==> src/logic/ppc_cfg.svh <==
/*
 * Constants of the port pad configuration block: register byte offsets,
 * reset values, implemented-bit masks and field positions.
 * Assumes inclusion by bare name from every file that needs them.
 */
`ifndef PPC_CFG_SVH
`define PPC_CFG_SVH

// Register byte offsets on the APB window.
`define PPC_OFS_PAD_CONFIG   8'h00
`define PPC_OFS_PB_PULLUP    8'h04
`define PPC_OFS_OPEN_DRAIN   8'h08
`define PPC_OFS_SLEW         8'h0C
`define PPC_OFS_ANALOG_LOW   8'h10
`define PPC_OFS_ANALOG_HIGH  8'h14
`define PPC_OFS_INT_CTRL_TWO 8'h18

// Reset values.
`define PPC_RST_PAD_CONFIG   8'h00
`define PPC_RST_PB_PULLUP    8'hFF
`define PPC_RST_OPEN_DRAIN   8'h00
`define PPC_RST_SLEW         8'h00
`define PPC_RST_ANALOG       8'hFF
`define PPC_RST_INT_CTRL_TWO 8'h80

// Implemented bits of the pad configuration register per package.
`define PPC_PADCFG_MASK_64   8'hF1
`define PPC_PADCFG_MASK_40   8'hC1
`define PPC_PADCFG_MASK_28   8'h01

// Implemented bits of the slew register per package.
`define PPC_SLEW_MASK_64     8'h7F
`define PPC_SLEW_MASK_40     8'h1F
`define PPC_SLEW_MASK_28     8'h03

// Field positions.
`define PPC_BIT_PD_PU        7
`define PPC_BIT_PE_PU        6
`define PPC_BIT_PF_PU        5
`define PPC_BIT_PG_PU        4
`define PPC_BIT_CMP_SRC      0
`define PPC_BIT_PB_OFF_N     7

`endif

==> src/logic/ppc_pkg.sv <==
/*
 * Types of the port pad configuration block.
 * Assumes ppc_cfg.svh supplies the numeric constants.
 */
package ppc_pkg;

   // Package variant that decides which bits exist.
   typedef enum logic [1:0] {
      PPC_PINS_28,
      PPC_PINS_40,
      PPC_PINS_64
   } ppc_pins_t;

endpackage : ppc_pkg

==> src/logic/ppc_od_pad.sv <==
/*
 * One peripheral output pad with a selectable open-drain mode.
 * Assumes the peripheral's value and enable are synchronous to pclk.
 */
`timescale 1ns/1ps

module ppc_od_pad
   import ppc_pkg::*;
(
   input  wire logic pclk,
   input  wire logic presetn,
   input  wire logic periph_out,
   input  wire logic periph_oe,
   input  wire logic od_en,
   output logic      pad_out,
   output logic      pad_oe
);

   // In open-drain mode only a low level is driven; a high releases the pin.
   // drive low only
   always_ff @(posedge pclk or negedge presetn)
   begin
      if (!presetn)
      begin
         pad_out <= 1'b0;
         pad_oe  <= 1'b0;
      end
      else if (od_en)
      begin
         pad_out <= 1'b0;
         pad_oe  <= periph_oe & ~periph_out;
      end
      else
      begin
         pad_out <= periph_out;
         pad_oe  <= periph_oe;
      end
   end

endmodule : ppc_od_pad

==> src/logic/ppc_top.sv <==
/*
 * Port pad configuration: APB register file for pull-ups, open-drain,
 * slew rate, analog select and measurement compare source, plus the
 * pad-control outputs derived from them.
 * Assumes an APB master on pclk and pad inputs synchronous to pclk.
 */
// The APB interface to the registers and the placing of the registers were decided locally.
`timescale 1ns/1ps
`include "ppc_cfg.svh"

////////////////////////////////////////////////////////////////////////
// Behaviour
// One pull-up enable per port; port B global, D..G in pad config.
// Ports D..G: enable 1 follows pin latch, 0 disables all.
// D/E enables absent on 28-pin; F/G absent on 40-pin.
// Pad config bit 0 picks external pin as compare data source.
// Port B pin pull-up when bit set, global off_n low, pin input.
// Open-drain option only on serial, SPI and capture/compare pins.
// Open-drain bits: 7 SPI, 6..2 units 5..1, 1 serial2, 0 serial1.
// Analog select bit set makes pin analog, clear makes it digital.
// Slew bit 1 selects reduced rate per port, bit 0 port A.
// Missing port slew bits and bit 7 read as zero.
// Slew register resets to 0, the standard rate.
// Port B pull-up off for outputs; all off after reset.
// Direction 1 is input, released; 0 drives latch value.
// Open-drain outputs drive only low, release for a high.
module ppc_top
   import ppc_pkg::*;
(
   input  wire logic        pclk,
   input  wire logic        presetn,
   input  wire logic        psel,
   input  wire logic        penable,
   input  wire logic        pwrite,
   input  wire logic [7:0]  paddr,
   input  wire logic [31:0] pwdata,
   output logic      [31:0] prdata,
   output logic             pready,
   output logic             pslverr,
   input  wire logic [1:0]  package_pins,
   input  wire logic [7:0]  port_b_latch,
   input  wire logic [7:0]  port_b_dir,
   input  wire logic [7:0]  port_d_latch,
   input  wire logic [7:0]  port_e_latch,
   input  wire logic [7:0]  port_f_latch,
   input  wire logic [7:0]  port_g_latch,
   input  wire logic        measure_data_input_pin,
   input  wire logic        internal_cmp_out,
   input  wire logic [7:0]  periph_out,
   input  wire logic [7:0]  periph_oe,
   output logic      [7:0]  periph_pad_out,
   output logic      [7:0]  periph_pad_oe,
   output logic      [7:0]  port_b_pad_out,
   output logic      [7:0]  port_b_pad_oe,
   output logic      [7:0]  port_b_pullup_q,
   output logic      [7:0]  port_d_pullup_q,
   output logic      [7:0]  port_e_pullup_q,
   output logic      [7:0]  port_f_pullup_q,
   output logic      [7:0]  port_g_pullup_q,
   output logic      [6:0]  port_slow_slew_q,
   output logic      [7:0]  analog_select_low_q,
   output logic      [7:0]  analog_select_high_q,
   output logic             measure_compare_data_q
);

   ////////////////////////////////////////////////////////////////////
   // Registers and decode.

   ppc_pins_t  pins_q;
   logic [7:0] pad_config_q;
   logic [7:0] port_b_pullup_enables_q;
   logic [7:0] open_drain_control_q;
   logic [7:0] slew_rate_control_q;
   logic [7:0] int_ctrl_two_q;
   logic [7:0] padcfg_mask;
   logic [7:0] slew_mask;
   logic       wr_en;
   logic       rd_ok;
   logic [7:0] rd_byte;
   logic       port_b_global_pullup_off_n;

   // Zero-wait slave: every access completes in its first access cycle.
   assign pready = 1'b1;
   assign wr_en  = psel & penable & pwrite;
   assign port_b_global_pullup_off_n = int_ctrl_two_q[`PPC_BIT_PB_OFF_N];

   // The package variant is a strap sampled once per cycle after reset.
   always_ff @(posedge pclk or negedge presetn)
   begin
      if (!presetn)
         pins_q <= PPC_PINS_64;
      else
      begin
         case (package_pins)
            2'h0:    pins_q <= PPC_PINS_28;
            2'h1:    pins_q <= PPC_PINS_40;
            default: pins_q <= PPC_PINS_64;
         endcase
      end
   end

   // Implemented-bit masks follow the package variant.
   // absent enables
   // absent slew bits
   always_comb
   begin
      case (pins_q)
         PPC_PINS_28:
         begin
            padcfg_mask = `PPC_PADCFG_MASK_28;
            slew_mask   = `PPC_SLEW_MASK_28;
         end
         PPC_PINS_40:
         begin
            padcfg_mask = `PPC_PADCFG_MASK_40;
            slew_mask   = `PPC_SLEW_MASK_40;
         end
         default:
         begin
            padcfg_mask = `PPC_PADCFG_MASK_64;
            slew_mask   = `PPC_SLEW_MASK_64;
         end
      endcase
   end

   // Pad configuration: pull-up enables of D..G and compare source.
   // per-port enables
   always_ff @(posedge pclk or negedge presetn)
   begin
      if (!presetn)
         pad_config_q <= `PPC_RST_PAD_CONFIG;
      else if (wr_en && paddr == `PPC_OFS_PAD_CONFIG)
         pad_config_q <= pwdata[7:0] & padcfg_mask;
      else
         pad_config_q <= pad_config_q & padcfg_mask;
   end

   // Port B per-pin pull-up bits and its global control.
   // pull-ups off at reset
   always_ff @(posedge pclk or negedge presetn)
   begin
      if (!presetn)
      begin
         port_b_pullup_enables_q <= `PPC_RST_PB_PULLUP;
         int_ctrl_two_q          <= `PPC_RST_INT_CTRL_TWO;
      end
      else
      begin
         if (wr_en && paddr == `PPC_OFS_PB_PULLUP)
            port_b_pullup_enables_q <= pwdata[7:0];
         if (wr_en && paddr == `PPC_OFS_INT_CTRL_TWO)
            int_ctrl_two_q <= pwdata[7:0];
      end
   end

   // Open-drain selection for the eight peripheral outputs.
   // open-drain bit map
   always_ff @(posedge pclk or negedge presetn)
   begin
      if (!presetn)
         open_drain_control_q <= `PPC_RST_OPEN_DRAIN;
      else if (wr_en && paddr == `PPC_OFS_OPEN_DRAIN)
         open_drain_control_q <= pwdata[7:0];
   end

   // Slew control resets to the standard rate.
   // standard rate at reset
   always_ff @(posedge pclk or negedge presetn)
   begin
      if (!presetn)
         slew_rate_control_q <= `PPC_RST_SLEW;
      else if (wr_en && paddr == `PPC_OFS_SLEW)
         slew_rate_control_q <= pwdata[7:0] & slew_mask;
      else
         slew_rate_control_q <= slew_rate_control_q & slew_mask;
   end

   // Analog select registers drive the pin mode outputs directly.
   // analog or digital
   always_ff @(posedge pclk or negedge presetn)
   begin
      if (!presetn)
      begin
         analog_select_low_q  <= `PPC_RST_ANALOG;
         analog_select_high_q <= `PPC_RST_ANALOG;
      end
      else
      begin
         if (wr_en && paddr == `PPC_OFS_ANALOG_LOW)
            analog_select_low_q <= pwdata[7:0];
         if (wr_en && paddr == `PPC_OFS_ANALOG_HIGH)
            analog_select_high_q <= pwdata[7:0];
      end
   end

   // Read mux; unmapped offsets answer with an error and zero data.
   always_comb
   begin
      rd_ok   = 1'b1;
      rd_byte = 8'h00;
      case (paddr)
         `PPC_OFS_PAD_CONFIG:   rd_byte = pad_config_q;
         `PPC_OFS_PB_PULLUP:    rd_byte = port_b_pullup_enables_q;
         `PPC_OFS_OPEN_DRAIN:   rd_byte = open_drain_control_q;
         `PPC_OFS_SLEW:         rd_byte = slew_rate_control_q;
         `PPC_OFS_ANALOG_LOW:   rd_byte = analog_select_low_q;
         `PPC_OFS_ANALOG_HIGH:  rd_byte = analog_select_high_q;
         `PPC_OFS_INT_CTRL_TWO: rd_byte = int_ctrl_two_q;
         default:               rd_ok   = 1'b0;
      endcase
      prdata  = {24'h000000, rd_byte};
      pslverr = psel & penable & ~rd_ok;
   end

   ////////////////////////////////////////////////////////////////////
   // Pad control outputs.

   // Port B pull-up: pin bit set, global control low and pin an input.
   // port B pin pull-up
   always_ff @(posedge pclk or negedge presetn)
   begin
      if (!presetn)
         port_b_pullup_q <= 8'h00;
      else if (port_b_global_pullup_off_n)
         port_b_pullup_q <= 8'h00;
      else
         port_b_pullup_q <= port_b_pullup_enables_q & port_b_dir;
   end

   // Port B pad drive follows direction and latch.
   // direction drives pad
   always_ff @(posedge pclk or negedge presetn)
   begin
      if (!presetn)
      begin
         port_b_pad_out <= 8'h00;
         port_b_pad_oe  <= 8'h00;
      end
      else
      begin
         port_b_pad_out <= port_b_latch;
         port_b_pad_oe  <= ~port_b_dir;
      end
   end

   // Ports D..G: each pin's pull-up follows its latch under the enable.
   // latch-driven pull-ups
   always_ff @(posedge pclk or negedge presetn)
   begin
      if (!presetn)
      begin
         port_d_pullup_q <= 8'h00;
         port_e_pullup_q <= 8'h00;
         port_f_pullup_q <= 8'h00;
         port_g_pullup_q <= 8'h00;
      end
      else
      begin
         port_d_pullup_q <= port_d_latch
            & {8{pad_config_q[`PPC_BIT_PD_PU]}};
         port_e_pullup_q <= port_e_latch
            & {8{pad_config_q[`PPC_BIT_PE_PU]}};
         port_f_pullup_q <= port_f_latch
            & {8{pad_config_q[`PPC_BIT_PF_PU]}};
         port_g_pullup_q <= port_g_latch
            & {8{pad_config_q[`PPC_BIT_PG_PU]}};
      end
   end

   // Slew selection per port, A in bit 0 through G in bit 6.
   // reduced slew select
   always_ff @(posedge pclk or negedge presetn)
   begin
      if (!presetn)
         port_slow_slew_q <= 7'h00;
      else
         port_slow_slew_q <= slew_rate_control_q[6:0] & slew_mask[6:0];
   end

   // Compare data comes from the external pin or the internal comparator.
   // compare source select
   always_ff @(posedge pclk or negedge presetn)
   begin
      if (!presetn)
         measure_compare_data_q <= 1'b0;
      else if (pad_config_q[`PPC_BIT_CMP_SRC])
         measure_compare_data_q <= measure_data_input_pin;
      else
         measure_compare_data_q <= internal_cmp_out;
   end

   // One open-drain capable pad per peripheral output, none elsewhere.
   // open-drain only here
   for (genvar i = 0; i < 8; i++)
   begin : g_od
      ppc_od_pad u_pad (
         .pclk       (pclk),
         .presetn    (presetn),
         .periph_out (periph_out[i]),
         .periph_oe  (periph_oe[i]),
         .od_en      (open_drain_control_q[i]),
         .pad_out    (periph_pad_out[i]),
         .pad_oe     (periph_pad_oe[i])
      );
   end
endmodule : ppc_top

==> config.mk <==
export PLATFORM = sky130hd
export DESIGN_NAME = ppc_top
export DESIGN_NICKNAME = d
export VERILOG_FILES = /design/src/logic/ppc_pkg.sv /design/src/logic/ppc_od_pad.sv /design/src/logic/ppc_top.sv
export VERILOG_INCLUDE_DIRS = /design/src /design/src/logic
export SDC_FILE = /design/constraint.sdc
export NUM_CORES = 1
export LEC_CHECK = 0
export BUFFER_PORTS_ARGS = -buffer_cell sky130_fd_sc_hd__buf_4
export CORE_UTILIZATION = 43
export CTS_BUF_LIST = sky130_fd_sc_hd__clkbuf_16
export DETAILED_ROUTE_END_ITERATION = 7
export HOLD_SLACK_MARGIN = 0.05
export PLACE_DENSITY = 0.77
export SLEW_MARGIN = 20
export SYNTH_ARGS = -nofsm -noshare
export SYNTH_HDL_FRONTEND = slang
export SYNTH_SLANG_ARGS = --single-unit
==> constraint.sdc <==
create_clock -name pclk -period 1.2 [get_ports pclk]
set_input_delay 0.06 -clock pclk [delete_from_list [all_inputs] [get_ports pclk]]
set_output_delay 0.06 -clock pclk [all_outputs]
set_load 0.02 [all_outputs]
==> impl_metrics.toml <==
[setup_path]
cp_top_family = "multiplexers"
slowest_delay_ns = 0.46
worstPathCellList = "mux4_2 > mux2i_1 > nor2_2 > buf_6"
critPathLaunchType = "flop"
worstSetupEndpointType = "output pin"
crit_buf_inv = 1
cp_max_fo = 2
ff2ff_setup_slack_ns = 0.09
critPathLaunch = "pad_config_q[0]"
required_ns = 1.14
worst_path_max_delay_cell = "mux4_2"
crit_type = "flop to output pin"
r2r-start = "pins_q[1]"
worstPathArrival_ns = 1.65

[final_layout]
num_antenna_cells = 0
layout-drive-gt1-share_pct = 52.8
area_delta_synth_final_pct = 62.3
fin_util_pct = 72.5
finalNetCount = 826
instances_no_fill = 894
layout_common_cells = "232 x buf_4, 108 x dfrtp_1, 77 x dlygate4sd3_1"
final_common_cell = "buf_4"

[routing]
antenna_left = 0
routed_wl_microns = 13900
route.detailed.drc = 0
drt-wirelength-per-cell_microns = 15.6
dr_total_vias = 4111
via_per_inst = 4.60
drtIter0Drc = 174
dr.pass1.iters = 4

[synthesis]
synth_seq_cells = 134
synth-edff-count = 0
avgSynthCellArea_sq_um = 13.8
yosysWarningCount = 0
synth_top_flop_cell = "dfrtp_1"
synth_top_area_share_pct = 49.7
synth_top_cells_by_area = "dfrtp_1 50%, dfstp_2 13%, mux2_2 10%, buf_4 5.7%, and2_1 4.1%"
synth.distinct_cells = 39
synthesis.area_sq_mm = 0.00543
ys_seq_area_share_pct = 62.3
synth_top_cell_by_area = "dfrtp_1"
netlist_instances = 393
synthArstFlopShare_pct = 100

[grt]
grt_util_met1_pct = 26.6
met3_usage_pct = 6.35
grt_usage_pct = 22.3
grt_pass1_vias = 4259
overflow = 0
grt_max_degree = 40
antenna_found_initial = 0
busiest_layer = "met2"
grt_pass1_wl_microns = 21700
met2_usage_pct = 38.8

[clock_tree]
cts_num_sinks = 134
cts_root_buf = "clkbuf_16"
cts_tree = "done"
clockBufferDepth = 2
clk_pin_slew_worst_paths_ns = 0.05
htreeDepth = 4
cts_inserted_buffers = 17
clk_latency_ns = 0.41

[die]
num_rows = 40
dieArea_sq_mm = 0.0131
start_util_pct = 44.7
die_h_microns = 114
die_w_microns = 114
core-area_sq_mm = 0.0122
ioPinCount = 243

[timing]
final_hold_viol_count = 0
fin_crit_sh_pct = 143
layout_setup_ws_ns = -0.511
slew_headroom_pct = 61.1
slew_violations = 0
worst_pin_slew_ns = 0.581
max_clock_freq_mhz = 584
setup_viol = 12
fin_crit_ns = 1.71
rsz0062_at_grt = "yes"
hold_ws_ns = 0.120
fin_worst_skew_ns = 0.00792

[pwr]
finalPower_mw = 11.0
p_per_area_mw_per_mm2 = 1240
peakVddDrop_mv = 0.873
p_leak_nw = 4.49

[hold_path]
holdCritPathClass = "primary input to asynchronous set/reset pin"

[place]
port_buffers = 193
dp_slack_ns = -0.272
place.gp.congestion = 0.809
place_hpwl_microns = 9590
numPlacedInstances = 780

[outcome]
status = "finished, violations left"
violations = "setup timing"

[job]
maxCapViolCount = 0
## worst reg2reg max path: cells and delay by family (launching register included)
kind,cells,cell delay (ns)
flops,1,0.37
simple gates,2,0.60
## through the flow
stage / area [sq um] / setup TNS, ns
after floorplan: 5570 / -0.0880
after global placement: 7310 / -7.04
after detailed placement: 7310 / -9.46
after CTS: 8760 / -3.60
after global routing: 8810 / -4.09
final: 8810 / -3.46
## report_power, final
group / switching, mW / internal [mW] / total, mW
clock: 1.80 / 3.41 / 5.20
sequential: 0.0338 / 4.62 / 4.66
combinational: 0.516 / 0.580 / 1.10
## final cells by class
cell class              instances  area (sq um)
clock inverters                15           170
inverters                       8          30.0
fillers                       865          3350
flip-flops and latches        134          3390
multi-input cells             224          1840
clock buffers                  17           425
repair buffers                328          2750
well taps                     168           210
## kinds of logic (layout without fill, tap and decap cells)
family | count (synthesis) | count (layout) | share of synthesized area (%)
flip-flops | 134 | 134 | 62.3
AND/OR/NAND/NOR | 103 | 103 | 12.2
multiplexers | 70 | 70 | 15.0
buffers and inverters | 58 | 368 | 6.93
AO/OA/AOI/OAI | 26 | 26 | 3.41
other | 2 | 25 | 0.138
## registers in the layout, indices dropped and copies added (netlist names)
name,count
port_b_pullup_enables_q,8
port_b_pad_out,8
analog_select_low_q,8
g_od.u_pad.pad_out,8
int_ctrl_two_q,8
port_slow_slew_q,7
port_f_pullup_q,8
port_e_pullup_q,8
analog_select_high_q,8
g_od.u_pad.pad_oe,8
open_drain_control_q,8
pins_q,2
slew_rate_control_q,7
port_b_pad_oe,8
pad_config_q,5
port_d_pullup_q,8
port_g_pullup_q,8
measure_compare_data_q,1
port_b_pullup_q,8
## layer usage
layer | vias to the layer above | share of wire, %
li1 | 1917 | -
met1 | 2014 | 40
met2 | 163 | 52
met3 | 17 | 6.0
met4 | 0 | 1.4
met5 | - | 0
## what timing repair did
item                       4_1_cts  5_1_grt
pin swaps                        5        4
resized for setup               16       12
hold endpoints to repair       241        0
hold buffers                    77        0
buffers inserted                 4        3
setup endpoints to repair       11       14
## synth_stat cells, drive strengths merged (4+ instances only)
cell,n
a21boi,8
a21oi,5
and2,36
buf,44
clkbuf,6
dfrtp,108
dfstp,26
inv,8
mux2,51
mux2i,15
mux4,4
nand2,13
nand3,5
nor2,13
nor2b,16
nor3b,8
## final timing paths
kind,end,depth (start not counted)
setup / recovery,prdata[0],4
hold / removal,port_b_pad_out[3],2
setup reg to reg,port_slow_slew_q[2],2
hold reg to reg,port_slow_slew_q[1],0
max in group asynchronous,analog_select_high_q[2],3
min in group pclk,pad_config_q[0],4
Note: power is estimated with default switching activity, not from simulation.
